<file path="src/pwmtmr_pkg.sv">
package pwmtmr_pkg;

	// Register offsets
	localparam logic [7:0] OFS_DUTY_CH3    = 8'h31;
	localparam logic [7:0] OFS_DUTY_CH2    = 8'h32;
	localparam logic [7:0] OFS_DUTY_CH1    = 8'h33;
	localparam logic [7:0] OFS_DUTY_CH0    = 8'h34;
	localparam logic [7:0] OFS_PWM_CTRL    = 8'h35;
	localparam logic [7:0] OFS_TIMER_CS    = 8'h36;
	localparam logic [7:0] OFS_LIVE_CNT    = 8'h37;
	localparam logic [7:0] OFS_RELOAD      = 8'h38;
	localparam logic [7:0] OFS_CAPTURE_CS  = 8'h39;
	localparam logic [7:0] OFS_CAP_VAL_CH1 = 8'h3A;
	localparam logic [7:0] OFS_CAP_VAL_CH2 = 8'h3B;

	// Field positions in timer_ctrl_status
	localparam int BIT_EXT_CLOCK_SEL = 7;
	localparam int BIT_TAP_SEL_HI    = 6;
	localparam int BIT_TAP_SEL_LO    = 4;
	localparam int BIT_RUN_ENABLE    = 3;
	localparam int BIT_FORCE_RELOAD  = 2;
	localparam int BIT_WRAP_IRQ_EN   = 1;
	localparam int BIT_WRAP_FLAG     = 0;

	// Field positions in pwm_output_control and capture_ctrl_status
	localparam int BIT_PIN_EN_LO     = 4;
	localparam int BIT_CAP_EDGE_LO   = 4;
	localparam int BIT_CAP_IRQ_EN_LO = 2;

	// Reset values and count limits
	localparam logic [7:0] RST_REG    = 8'h00;
	localparam logic [6:0] RST_PRESC  = 7'h00;
	localparam logic [7:0] COUNT_TOP  = 8'hFF;
	localparam logic [6:0] PRESC_ONES = 7'h7F;

	typedef struct packed {
		logic [7:0] addr;
		logic [7:0] wdata;
		logic       wr;
		logic       rd;
	} bus_req_s;

	typedef struct packed {
		logic       ext_sel;
		logic [2:0] tap_sel;
		logic       run;
		logic       wrap_irq_en;
		logic       wrap_flag;
		logic [7:0] cnt;
		logic [6:0] presc;
		logic [7:0] reload;
		logic [3:0][7:0] duty;
		logic [3:0][7:0] shadow;
		logic [3:0] pin_en;
		logic [3:0] polarity;
		logic [1:0] cap_edge;
		logic [1:0] cap_irq_en;
		logic [1:0] cap_flag;
		logic [1:0][7:0] cap_val;
		logic [2:0] ext_sync;
		logic       ext_lvl;
		logic [1:0][2:0] cap_sync;
		logic [1:0] cap_lvl;
		logic [7:0] rdata;
		logic [3:0] pwm_out;
		logic [3:0] pwm_oe;
		logic       irq;
	} state_s;

endpackage

</file>
<file path="src/pwm_reload_timer.sv">
// Operation
// - External clock select bit feeds prescaler from CPU clock (0) or external pin (1).
// - Tap select divides prescaler input by two to the power of its value.
// - Run enable low freezes counter and prescaler; high lets the counter run.
// - Force reload is write-only, reads zero, loads reload value, clears prescaler.
// - Wrap interrupt enable gates the request coming from the wrap flag.
// - Wrap flag sets on FFh to reload transition; reading control/status clears it.
// - Live counter reads current count and overwrites it when written, even running.
// - Each overflow reloads counter and sets every enabled PWM output to its overflow level.
// - Reload of zero gives full 8-bit resolution; larger values shorten the period.
// - Four pin enable bits connect or disconnect each channel's PWM output.
// - Count at or below shadow compare gives output 1 for polarity 0, else 0.
// - Changing a polarity bit inverts that output at once.
// - Duty register feeds shadow compare for second edge; reload sets the first.
// - Top two capture control/status bits are reserved and read zero.
// - Capture edge select: 0 falling edge, 1 rising edge triggers capture.
// - Per-channel capture interrupt enable gates the request from its capture flag.
// - Capture sets the channel flag; reading its capture value register clears it.
// - Capture value registers are read-only and hold the count at last capture.
// - Every register resets to all zeros.
// - Shadow compares are hidden and load from duty registers at each overflow.
// - Count passing shadow compare ends the active phase of that channel.
// - After a capture, further captures are blocked until the value is read.
// - Capture inputs are synchronised to the CPU clock before latching the count.
`timescale 1ns/1ps
`default_nettype none

module pwm_reload_timer (
	input  wire  logic                 CLK_SYS,
	input  wire  logic                 RST,
	input  wire  pwmtmr_pkg::bus_req_s BUS,
	output var   logic [7:0]           RDATA,
	input  wire  logic                 EXT_CLK_IN,
	input  wire  logic [1:0]           CAPTURE_IN_PIN,
	output var   logic [3:0]           PWM_OUT_PIN,
	output var   logic [3:0]           PWM_OUT_PIN_OE,
	output var   logic                 IRQ
);

	pwmtmr_pkg::state_s st_r;
	pwmtmr_pkg::state_s st_nxt;

	logic       wr_ctrl;
	logic       rd_ctrl;
	logic       wr_live;
	logic       force_reload;
	logic [1:0] rd_cap_val;
	logic       in_tick;
	logic       cnt_tick;
	logic       wrap_ev;
	logic [6:0] tap_mask;
	logic [1:0] cap_edge_seen;
	logic [1:0] cap_take;
	logic [3:0] active;

	assign wr_ctrl       = BUS.wr && (BUS.addr == pwmtmr_pkg::OFS_TIMER_CS);
	assign rd_ctrl       = BUS.rd && (BUS.addr == pwmtmr_pkg::OFS_TIMER_CS);
	assign wr_live       = BUS.wr && (BUS.addr == pwmtmr_pkg::OFS_LIVE_CNT);
	assign force_reload  = wr_ctrl && BUS.wdata[pwmtmr_pkg::BIT_FORCE_RELOAD];
	assign rd_cap_val[0] = BUS.rd && (BUS.addr == pwmtmr_pkg::OFS_CAP_VAL_CH1);
	assign rd_cap_val[1] = BUS.rd && (BUS.addr == pwmtmr_pkg::OFS_CAP_VAL_CH2);

	always_comb begin
		st_nxt = st_r;

		// Pin synchronisers: a change counts once the second and third stages agree
		st_nxt.ext_sync = {st_r.ext_sync[1:0], EXT_CLK_IN};
		if (st_r.ext_sync[1] == st_r.ext_sync[2]) begin
			st_nxt.ext_lvl = st_r.ext_sync[2];
		end
		for (int i = 0; i < 2; i++) begin
			st_nxt.cap_sync[i] = {st_r.cap_sync[i][1:0], CAPTURE_IN_PIN[i]};
			if (st_r.cap_sync[i][1] == st_r.cap_sync[i][2]) begin
				st_nxt.cap_lvl[i] = st_r.cap_sync[i][2];
			end
		end

		if (st_r.ext_sel) begin
			in_tick = st_nxt.ext_lvl && !st_r.ext_lvl;
		end else begin
			in_tick = 1'b1;
		end

		// tap select mask, counter advances when the selected low bits are all ones
		tap_mask = ~(7'(pwmtmr_pkg::PRESC_ONES << st_r.tap_sel));
		// counter and prescaler do not count while run enable is low
		cnt_tick = st_r.run && in_tick && ((st_r.presc & tap_mask) == tap_mask);
		wrap_ev  = cnt_tick && (st_r.cnt == pwmtmr_pkg::COUNT_TOP);

		if (st_r.run && in_tick) begin
			st_nxt.presc = st_r.presc + 7'h01;
		end
		if (cnt_tick) begin
			if (wrap_ev) begin
				st_nxt.cnt = st_r.reload;
			end else begin
				st_nxt.cnt = st_r.cnt + 8'h01;
			end
		end
		if (wrap_ev) begin
			// shadow compares follow duty registers only at overflow
			st_nxt.shadow = st_r.duty;
		end

		// wrap flag, set wins over the read clear
		if (rd_ctrl) begin
			st_nxt.wrap_flag = 1'b0;
		end
		if (wrap_ev) begin
			st_nxt.wrap_flag = 1'b1;
		end

		// Capture channels
		for (int i = 0; i < 2; i++) begin
			if (st_r.cap_edge[i]) begin
				cap_edge_seen[i] = st_nxt.cap_lvl[i] && !st_r.cap_lvl[i];
			end else begin
				cap_edge_seen[i] = !st_nxt.cap_lvl[i] && st_r.cap_lvl[i];
			end
			// blocked while flag stands unless it is read in this cycle
			cap_take[i] = cap_edge_seen[i] && (!st_r.cap_flag[i] || rd_cap_val[i]);
			// read clears, capture sets and wins
			if (rd_cap_val[i]) begin
				st_nxt.cap_flag[i] = 1'b0;
			end
			if (cap_take[i]) begin
				st_nxt.cap_flag[i] = 1'b1;
				st_nxt.cap_val[i] = st_r.cnt;
			end
		end

		// Register writes; software wins over counting in the same cycle
		if (BUS.wr) begin
			unique case (BUS.addr)
				pwmtmr_pkg::OFS_DUTY_CH3: begin
					st_nxt.duty[3] = BUS.wdata;
				end
				pwmtmr_pkg::OFS_DUTY_CH2: begin
					st_nxt.duty[2] = BUS.wdata;
				end
				pwmtmr_pkg::OFS_DUTY_CH1: begin
					st_nxt.duty[1] = BUS.wdata;
				end
				pwmtmr_pkg::OFS_DUTY_CH0: begin
					st_nxt.duty[0] = BUS.wdata;
				end
				pwmtmr_pkg::OFS_PWM_CTRL: begin
					st_nxt.pin_en   = BUS.wdata[7:pwmtmr_pkg::BIT_PIN_EN_LO];
					st_nxt.polarity = BUS.wdata[pwmtmr_pkg::BIT_PIN_EN_LO-1:0];
				end
				pwmtmr_pkg::OFS_TIMER_CS: begin
					st_nxt.ext_sel     = BUS.wdata[pwmtmr_pkg::BIT_EXT_CLOCK_SEL];
					st_nxt.tap_sel     = BUS.wdata[pwmtmr_pkg::BIT_TAP_SEL_HI:
						pwmtmr_pkg::BIT_TAP_SEL_LO];
					st_nxt.run         = BUS.wdata[pwmtmr_pkg::BIT_RUN_ENABLE];
					st_nxt.wrap_irq_en = BUS.wdata[pwmtmr_pkg::BIT_WRAP_IRQ_EN];
					if (force_reload) begin
						st_nxt.cnt   = st_r.reload;
						st_nxt.presc = pwmtmr_pkg::RST_PRESC;
					end
				end
				pwmtmr_pkg::OFS_LIVE_CNT: begin
					// overwrite counter on the fly, prescaler restarts
					st_nxt.cnt   = BUS.wdata;
					st_nxt.presc = pwmtmr_pkg::RST_PRESC;
				end
				pwmtmr_pkg::OFS_RELOAD: begin
					st_nxt.reload = BUS.wdata;
				end
				pwmtmr_pkg::OFS_CAPTURE_CS: begin
					st_nxt.cap_edge   = BUS.wdata[pwmtmr_pkg::BIT_CAP_EDGE_LO+1:
						pwmtmr_pkg::BIT_CAP_EDGE_LO];
					st_nxt.cap_irq_en = BUS.wdata[pwmtmr_pkg::BIT_CAP_IRQ_EN_LO+1:
						pwmtmr_pkg::BIT_CAP_IRQ_EN_LO];
				end
				default: begin
				end
			endcase
		end

		// Read data, presented in the cycle after the strobe
		st_nxt.rdata = pwmtmr_pkg::RST_REG;
		if (BUS.rd) begin
			unique case (BUS.addr)
				pwmtmr_pkg::OFS_DUTY_CH3: begin
					st_nxt.rdata = st_r.duty[3];
				end
				pwmtmr_pkg::OFS_DUTY_CH2: begin
					st_nxt.rdata = st_r.duty[2];
				end
				pwmtmr_pkg::OFS_DUTY_CH1: begin
					st_nxt.rdata = st_r.duty[1];
				end
				pwmtmr_pkg::OFS_DUTY_CH0: begin
					st_nxt.rdata = st_r.duty[0];
				end
				pwmtmr_pkg::OFS_PWM_CTRL: begin
					st_nxt.rdata = {st_r.pin_en, st_r.polarity};
				end
				pwmtmr_pkg::OFS_TIMER_CS: begin
					st_nxt.rdata = {st_r.ext_sel, st_r.tap_sel, st_r.run, 1'b0,
						st_r.wrap_irq_en, st_r.wrap_flag};
				end
				pwmtmr_pkg::OFS_LIVE_CNT: begin
					st_nxt.rdata = st_r.cnt;
				end
				pwmtmr_pkg::OFS_RELOAD: begin
					st_nxt.rdata = st_r.reload;
				end
				pwmtmr_pkg::OFS_CAPTURE_CS: begin
					st_nxt.rdata = {2'b00, st_r.cap_edge, st_r.cap_irq_en, st_r.cap_flag};
				end
				pwmtmr_pkg::OFS_CAP_VAL_CH1: begin
					st_nxt.rdata = st_r.cap_val[0];
				end
				pwmtmr_pkg::OFS_CAP_VAL_CH2: begin
					st_nxt.rdata = st_r.cap_val[1];
				end
				default: begin
				end
			endcase
		end

		// reload is the first edge, shadow compare the second
		for (int i = 0; i < 4; i++) begin
			// active phase ends once the count passes the shadow compare
			// a zero reload spans all 256 counts
			active[i] = (st_r.cnt <= st_r.shadow[i]);
			// polarity applied after the compare, so a change acts at once
			// disconnected pins are released and driven low
			st_nxt.pwm_out[i] = st_r.pin_en[i] && (active[i] ^ st_r.polarity[i]);
			st_nxt.pwm_oe[i]  = st_r.pin_en[i];
		end

		st_nxt.irq = (st_r.wrap_flag && st_r.wrap_irq_en)
			|| |(st_r.cap_flag & st_r.cap_irq_en);
	end

	always_ff @(posedge CLK_SYS) begin
		if (RST) begin
			st_r <= '0;
		end else begin
			st_r <= st_nxt;
		end
	end

	assign RDATA          = st_r.rdata;
	assign PWM_OUT_PIN    = st_r.pwm_out;
	assign PWM_OUT_PIN_OE = st_r.pwm_oe;
	assign IRQ            = st_r.irq;
endmodule

`default_nettype wire

</file>
<file path="config.mk">
export PLATFORM = sky130hd
export DESIGN_NAME = pwm_reload_timer
export DESIGN_NICKNAME = d
export VERILOG_FILES = /design/src/pwmtmr_pkg.sv /design/src/pwm_reload_timer.sv
export SDC_FILE = /design/constraint.sdc
export NUM_CORES = 1
export LEC_CHECK = 0
export ABC_CLOCK_PERIOD_IN_PS = 4500
export BUFFER_PORTS_ARGS = -buffer_cell sky130_fd_sc_hd__buf_2
export CORE_MARGIN = 5
export CORE_UTILIZATION = 45
export DETAILED_ROUTE_END_ITERATION = 8
export SLEW_MARGIN = 20
export SYNTH_ARGS = -nofsm -noshare
export SYNTH_HDL_FRONTEND = slang
export SYNTH_SLANG_ARGS = --single-unit
</file>
<file path="constraint.sdc">
create_clock -name CLK_SYS -period 4.5 [get_ports CLK_SYS]
set_input_delay 0.45 -clock CLK_SYS [delete_from_list [all_inputs] [get_ports CLK_SYS]]
set_output_delay 0.45 -clock CLK_SYS [all_outputs]
set_load 0.01 [all_outputs]
</file>
=== Word level (Yosys, flattened, before mapping) ===
Index checks and enable logic that the tools add are counted.

* Muxes and demuxes: 24
* Bitwise gates (word level): 8
* Shifts and indexed selects: 1
* Equality and inequality tests: 16
* Add/subtract/negate cells: 2
* Reductions and logical operators: 43
* Magnitude comparators: 4

{| class="wikitable"
|+ Operators with widths
! cell !! count
|-
| == test 8 x 6 -> 1 bit (second input constant) || 11
|-
| one-hot mux 8 bit (11 select lines) || 1
|-
| two-way mux 8 bit || 7
|-
| two-way mux 55 bit || 1
|-
| less-or-equal comparator 8 bit || 4
|-
| one-hot mux 15 bit (2 select lines) || 1
|-
| logical AND 1 bit || 20
|-
| AND reduction 2 bit || 8
|-
| two-way mux 15 bit || 1
|-
| two-way mux 1 bit || 12
|-
| adder 8 x 1 -> 8 bit (second input constant) || 1
|-
| == test 8 bit (second input constant) || 1
|-
| adder 7 x 1 -> 7 bit (second input constant) || 1
|-
| AND 7 bit || 1
|-
| == test 7 bit || 1
|-
| logical NOT 1 bit || 7
|-
| two-way mux 7 bit || 1
|-
| inverter 7 bit || 1
|-
| << shifter 7 x 3 -> 7 bit (first input constant) || 1
|-
| nonzero test 2 bit || 3
|-
| OR reduction 2 bit || 2
|-
| XOR 1 bit || 4
|-
| == test 1 bit || 3
|-
| logical OR 1 bit || 3
|-
| 2 further kinds || 2
|}

* Register bits after elaboration: 153
* Output and inout bits: 17
* Bits of input ports: 23
* Logic and storage cells: 131

=== Depth between registers and ports, before layout ===
Gate-level depths: netlist of run 1.

* Depth in word-level cells: 12
* Mapped depth: 9
* Gate-level depth less buffers: 8

=== Worst setup path after synthesis of run 1 ===
No wires, ideal clock.

* Path kind: register -> register
* Start point: reg st_r[139] (netlist bit)
* End point: reg st_r[59] (netlist bit)
* Clock period less this slack: 2103 ps
* Library setup time: 128 ps
* Data arrival time: 1975 ps
* Path buffers: 1
* Cell stages (with the launch flop): 9
* Setup slack: 2397 ps
* Required time: 4372 ps
* Cell sequence: dfxtp_1 > ha_1 > nand3_1 > nor2_2 > nand4_1 > nor2_2 > buf_4 > mux2i_1 > nor2_1

* Longest elaborated chain between the ends: 2

{| class="wikitable"
|+ Ends and longest elaborated chain
! element !! RTL line !! source
|-
| start, declared || pwm_reload_timer.sv:40 || <nowiki>pwmtmr_pkg::state_s st_r;</nowiki>
|-
| start signal, assigned || pwm_reload_timer.sv:243 || <nowiki>st_r <= st_nxt;</nowiki>
|-
| == test 8 bit || pwm_reload_timer.sv:88 || <nowiki>wrap_ev = cnt_tick && (st_r.cnt == pwmtmr_pkg::COUNT_TOP);</nowiki>
|-
| logical AND 1 bit || pwm_reload_timer.sv:88 ||
|}

No other way between the ends.
A chain may end at the register's enable or synchronous reset.

=== Worst setup path in the final report of run 1 ===
* Start point: reg st_r[139] (netlist bit)
* End point: reg st_r[79] (netlist bit)

Same word-level chain as after synthesis.

==> results.py, run 1 <==
metrics = {
    "outcome": {
        "status": "finished clean",
    },
    "clock_tree": {
        "cts_resized": 0,
        "cts_max_level": 4,
        "cts_buffers": 17,
        "cts-root-buf": "clkbuf_16",
        "cts_tree": "built",
        "cts_hold_buf": 0,
        "postCtsSetupBuffers": 0,
        "cts.path.max_buffers": 2,
        "clk_latency_ps": 430,
        "cts_sinks": 153,
        "clk_pin_slew_worst_paths_ps": 60,
    },
    "setup_path": {
        "arrival_ps": 3380,
        "critPathMaxStageDelay_ps": 740,
        "path_class": "reg2reg",
        "cp_num_buf_inv": 1,
        "worstReg2RegEnd": "st_r[79]",
        "cp_top_family": "simple AND/OR/NAND/NOR gates",
        "r2r-start": "st_r[139]",
        "cp-start-kind": "register",
        "end_kind": "register",
        "worst_ep_required_time_ps": 4780,
        "reg2reg_slack_ps": 1400,
        "crit_fanout": 32,
        "worstPathCellList": "ha_1 > nand3_1 > nor2_2 > nand4_1 > nor2_4 > buf_4 > mux2i_1 > nor2_1",
        "reg2reg_depth": 8,
        "cpMaxStageDelayCell": "dfxtp_1",
    },
    "timing": {
        "hold_viol_final": 0,
        "max_freq_mhz": 322.3,
        "setup_viol": 0,
        "fin_crit_ps": 3103,
        "grt_setup_unrepaired": "false",
        "final.period_utilization_pct": 68.96,
        "drv_slew": 0,
        "setup-tns-final_ps": 0,
        "fin_ws_ps": 1397,
        "worstMarginPinSlew_ps": 929.7,
        "max_slew_margin_pct": 38.02,
        "skew_ps": 8.340,
    },
    "drt": {
        "drtPass1Iterations": 8,
        "drtIter0Drc": 684,
        "wl_per_cell_um": 20.04,
        "ant_nets": 0,
        "routed_wirelength_um": 22190,
        "vias": 6351,
        "drc": 0,
        "routed.top_layer": "met4",
        "m1WireLength_um": 10570,
        "met3_length_um": 1166,
        "routed_via_density": 5.737,
        "wl_met2_um": 9887,
    },
    "layout": {
        "final_area_um2": 8468,
        "drive_gt1_share_pct": 10.71,
        "design.final.nets": 931,
        "syn_to_final_growth_pct": 10.41,
        "antenna_cells": 0,
    },
    "yosys": {
        "synth_area_um2": 7670,
        "synth_area_leaders": "dfxtp_1 (40%), mux2i_1 (13%), ha_1 (5.5%), nor2_1 (5.3%), a21oi_1 (4.4%)",
        "synth_ff_type": "dfxtp_1",
        "syn_inst": 881,
        "async_reset_ff_share_pct": 0,
        "yosysSeqAreaShare_pct": 39.93,
        "yosys.area.top_type": "dfxtp_1",
        "yosysMostFrequentCell": "dfxtp_1",
        "synth-edff-count": 0,
        "yosysWarningCount": 0,
        "syn_area_per_cell_um2": 8.706,
        "ys_types": 61,
        "synth_top_area_share_pct": 39.93,
        "synth_nets": 938,
        "synth_common_cells": "dfxtp_1 (153), nor2_1 (109), mux2i_1 (97)",
        "synth.ff_latch_count": 153,
    },
    "power_and_ir_drop": {
        "powerDensity_nw_per_um2": 355.5,
        "ir_worst_vdd_mv": 0.2629,
        "leakagePower_nw": 3.121,
    },
    "placed_design": {
        "place.gp.congestion": 0.8972,
        "dp_slack_ps": 1467,
        "hpwl_um": 14910,
        "io_buffers": 39,
        "postPlaceCellArea_um2": 7831,
    },
    "worst_hold_path": {
        "hold_start": "EXT_CLK_IN",
        "hold_depth": 2,
        "hold_class": "in2reg",
        "min_to": "st_nxt[27]",
    },
    "grt": {
        "grt_max_degree": 84,
        "grt_pass1_vias": 5897,
        "grt.total_usage_pct": 22.50,
        "grt_pass1_wl_um": 34470,
        "grt.overflow.total": 0,
        "antenna_found_initial": 0,
    },
    "flow_run": {
        "max_cap_viol_count": 0,
    },
    "floorplan": {
        "initial_core_util_pct": 46.09,
        "row_count": 47,
        "design.core.area_um2": 16640,
        "die_h_um": 140.6,
        "design.die.area_um2": 19760,
        "die_x_um": 140.6,
        "io_pins": 40,
    },
}
[worst max-delay path by stage]
| stage | to | slack, ps | startpoint | cells past startpoint |
|---|---|---|---|---|
| CTS | st_r[79] | 1430 | st_r[139] | 8 |
| detailed placement | st_r[78] | 1470 | st_r[139] | 8 |
| floorplan | st_r[59] | 2400 | st_r[139] | 8 |
| global placement | st_r[71] | 1480 | st_r[139] | 8 |
| finish | st_r[79] | 1400 | st_r[139] | 8 |
| global route | st_r[67] | 1160 | st_r[139] | 8 |
[state kept, by name, summed over array words and instances, names as in the netlist]
signal          count
PWM_OUT_PIN_OE      4
IRQ                 1
RDATA               8
st_nxt             10
PWM_OUT_PIN         4
st_r              126
[final cells by class]
cell class,count,area (um^2)
Timing Repair Buffer,43,227.7
Clock buffer,18,439.2
Tap cell,220,275.3
Inverter,37,138.9
Fill cell,1609,8174
Clock inverter,14,197.7
Multi-Input combinational cell,622,4126
Sequential cell,153,3063
[metrics by stage]
| stage | power (mW) | cells | utilization [%] | hold WS, ps |
|---|---|---|---|---|
| 2_1_floorplan | 1.461 | 881 | - | 413.8 |
| 3_3_place_gp | 1.499 | 1075 | 47.06 | 417.9 |
| 3_5_place_dp | 1.499 | 1075 | 47.06 | 426.6 |
| 4_1_cts | 3.031 | 1107 | 50.88 | 212.1 |
| 5_1_grt | 3.098 | 1107 | 50.88 | 225.3 |
| 6_report | 3.010 | 1107 | 50.88 | 219.3 |
[worst register-to-register path, delay by kind of cell, from the launching register on]
kind          cells  cell delay [ps]
simple gates      5             1090
flops             1              740
buf+inv           1              490
fa+ha+maj         1              340
mux               1              290
[metal layers]
layer	global-route usage (%)	vias to the layer above
met2	33.34	231
li1	-	3065
met5	0	-
met1	32.31	3005
met3	5.249	50
met4	7.241	0
[logic make-up (layout without fill, tap and decap cells)]
logic type | count (synthesis) | in the layout | synth area share (%)
mux | 104 | 104 | 13.69
compound gates | 169 | 169 | 14.06
fa+ha+maj | 34 | 34 | 5.547
simple gates | 304 | 304 | 19.10
xor+xnor | 11 | 11 | 1.256
flops | 153 | 153 | 39.93
buf+inv | 106 | 112 | 6.411
[cell usage in the layout, fill, tap and decap left out, types with 3 or more instances in the layout]
master / instances
o22ai_1: 7
a22oi_1: 12
mux2_2: 7
dfxtp_1: 153
a211o_1: 4
nor2_1: 109
nand2b_1: 7
o21ai_1: 11
clkbuf_16: 17
inv_1: 37
a31oi_1: 8
nor2_2: 4
buf_4: 5
a32oi_1: 3
xor2_1: 9
nand2_1: 65
and2_1: 7
a21oi_1: 68
a211oi_1: 6
o31ai_1: 5
and3_1: 12
a221oi_1: 7
buf_2: 38
a21o_1: 6
nor3_1: 14
clkinv_4: 3
mux2i_1: 97
nand4_1: 16
nand3_1: 22
o21ai_0: 12
bufinv_16: 4
ha_1: 34
nor2b_1: 28
nor4_1: 4
clkinvlp_4: 5
a21boi_0: 4
[power by group]
part	switching, mW	leakage [nW]	internal [mW]	total [mW]
Clock	0.594	0.295	0.945	1.54
Combinational	0.0847	1.59	0.0249	0.110
Sequential	0.00314	1.23	1.36	1.36
(Power assumes the default switching activity.)
==> run 2: changes to the inputs <==
ABC_CLOCK_PERIOD_IN_PS = 2700   (was 4500)
clock period = 2.7 ns   (was 4.5 ns; I/O delays follow)
==> results.py, run 2 (same netlist as run 1, synthesis figures left out) <==
metrics = {
    "layout": {
        "nFillCells": 1593,
        "regMostFlops": "st_r",
        "layout_commonest_cell": "dfxtp_1",
        "syn_to_final_growth_pct": 13.93,
        "antenna_cells": 0,
        "final_area_um2": 8738,
        "layout.cells.non_filler": 1139,
        "design.final.nets": 963,
        "largest_register_ffs": 126,
        "layout_common_cells": "dfxtp_1 (153), nor2_1 (109), mux2i_1 (97), a21oi_1 (68), nand2_1 (65)",
        "drive_gt1_share_pct": 13.82,
    },
    "timing": {
        "final.period_utilization_pct": 82.42,
        "setup_viol": 0,
        "fin_crit_ps": 2225,
        "grt_setup_unrepaired": "false",
        "hold_viol_final": 0,
        "holdWs_ps": 43.13,
        "setup-tns-final_ps": 0,
        "skew_ps": 8.790,
        "max_slew_margin_pct": 60.39,
        "worstMarginPinSlew_ps": 593.0,
        "drv_slew": 0,
        "max_freq_mhz": 449.4,
    },
    "setup_path": {
        "cp-start-kind": "register",
        "cp_num_buf_inv": 1,
        "worst_ep_required_time_ps": 3030,
        "path_depth": 8,
        "end_kind": "register",
        "cpMaxStageDelayCell": "dfxtp_1",
        "critPathMaxStageDelay_ps": 630,
        "path_class": "reg2reg",
        "cp_top_family": "compound AO/OA/AOI/OAI gates",
        "crit_fanout": 9,
        "arrival_ps": 2550,
        "worstPathCellList": "buf_4 > ha_1 > a21o_1 > a21oi_1 > a21boi_0 > o31ai_1 > xor2_1 > and2_1",
        "reg2reg_depth": 8,
    },
    "drt": {
        "wl_per_cell_um": 19.71,
        "routed_via_density": 5.733,
        "vias": 6530,
        "drtPass1Iterations": 6,
        "routed_wirelength_um": 22450,
        "drc": 0,
        "ant_nets": 0,
        "drtIter0Drc": 621,
    },
    "grt": {
        "grt_max_degree": 46,
        "antenna_found_initial": 0,
        "grt_pass1_wl_um": 34620,
        "grt.overflow.total": 0,
        "grt.total_usage_pct": 22.86,
        "grt_pass1_vias": 6022,
    },
    "power_and_ir_drop": {
        "ir_worst_vdd_mv": 0.4258,
        "total_power_mw": 5.093,
        "powerDensity_nw_per_um2": 582.8,
        "leakagePower_nw": 3.300,
    },
    "clock_tree": {
        "cts_max_level": 4,
        "cts_resized": 0,
        "cts_hold_buf": 0,
        "cts_tree": "built",
        "clk_pin_slew_worst_paths_ps": 60,
        "clk_latency_ps": 440,
        "postCtsSetupBuffers": 0,
        "cts_buffers": 17,
        "cts.path.max_buffers": 2,
        "cts-root-buf": "clkbuf_16",
        "cts_sinks": 153,
    },
    "floorplan": {
        "io_pins": 40,
        "die_x_um": 140.6,
        "row_count": 47,
        "design.die.area_um2": 19760,
        "design.core.area_um2": 16640,
        "initial_core_util_pct": 46.09,
        "die_h_um": 140.6,
    },
    "placed_design": {
        "hpwl_um": 15760,
        "place.gp.congestion": 0.9624,
        "io_buffers": 39,
        "dp.cells": 1107,
        "postPlaceCellArea_um2": 8084,
    },
    "worst_hold_path": {
        "hold_depth": 2,
        "hold_class": "in2reg",
    },
    "outcome": {
        "status": "finished clean",
    },
    "flow_run": {
        "max_cap_viol_count": 0,
    },
}
run 2: changes by cell type in the layout (fill, tap and decap cells not counted):
cell	previous run	this run
buf_12	0	1
buf_4	5	36
clkbuf_8	1	3
clkinv_2	1	0
clkinv_4	3	1
clkinvlp_4	5	4
inv_6	1	2
inv_8	0	1
run 2: metrics by stage:
step	worst slack [ps]	utilization [%]
after global placement	487.2	48.58
after CTS	458.2	52.51
after global routing	324.0	52.51
final	474.8	52.51
after floorplan	597.4	-
after detailed placement	464.2	48.58
run 2: cell type report:
type | count | area, um^2 | share of cell area, %
multi-input cells | 622 | 4126 | 47.22
flip-flops and latches | 153 | 3063 | 35.05
repair buffers | 75 | 480.5 | 5.498
clock buffers | 20 | 466.7 | 5.341
well taps | 220 | 275.3 | 3.150
clock inverters | 12 | 187.7 | 2.148
inverters | 37 | 138.9 | 1.589
run 2: worst paths after layout:
check,startpoint,end,slack [ps]
max,st_r[141],PWM_OUT_PIN[3],470
min,EXT_CLK_IN,st_nxt[27],40
max reg2reg,st_r[141],PWM_OUT_PIN[3],470
min reg2reg,st_nxt[27],st_nxt[28],440
run 2: routing by layer:
metal	wire [um]	up-vias	track usage, %
met1	9934	3073	30.39
met3	1644	49	5.930
li1	-	3133	-
met2	10150	275	35.58
met4	718	0	8.873
met5	0	-	0
run 2: power breakdown:
group	switching [mW]	internal [mW]
clock network	0.998	1.63
registers	0.00495	2.26
logic	0.141	0.0513
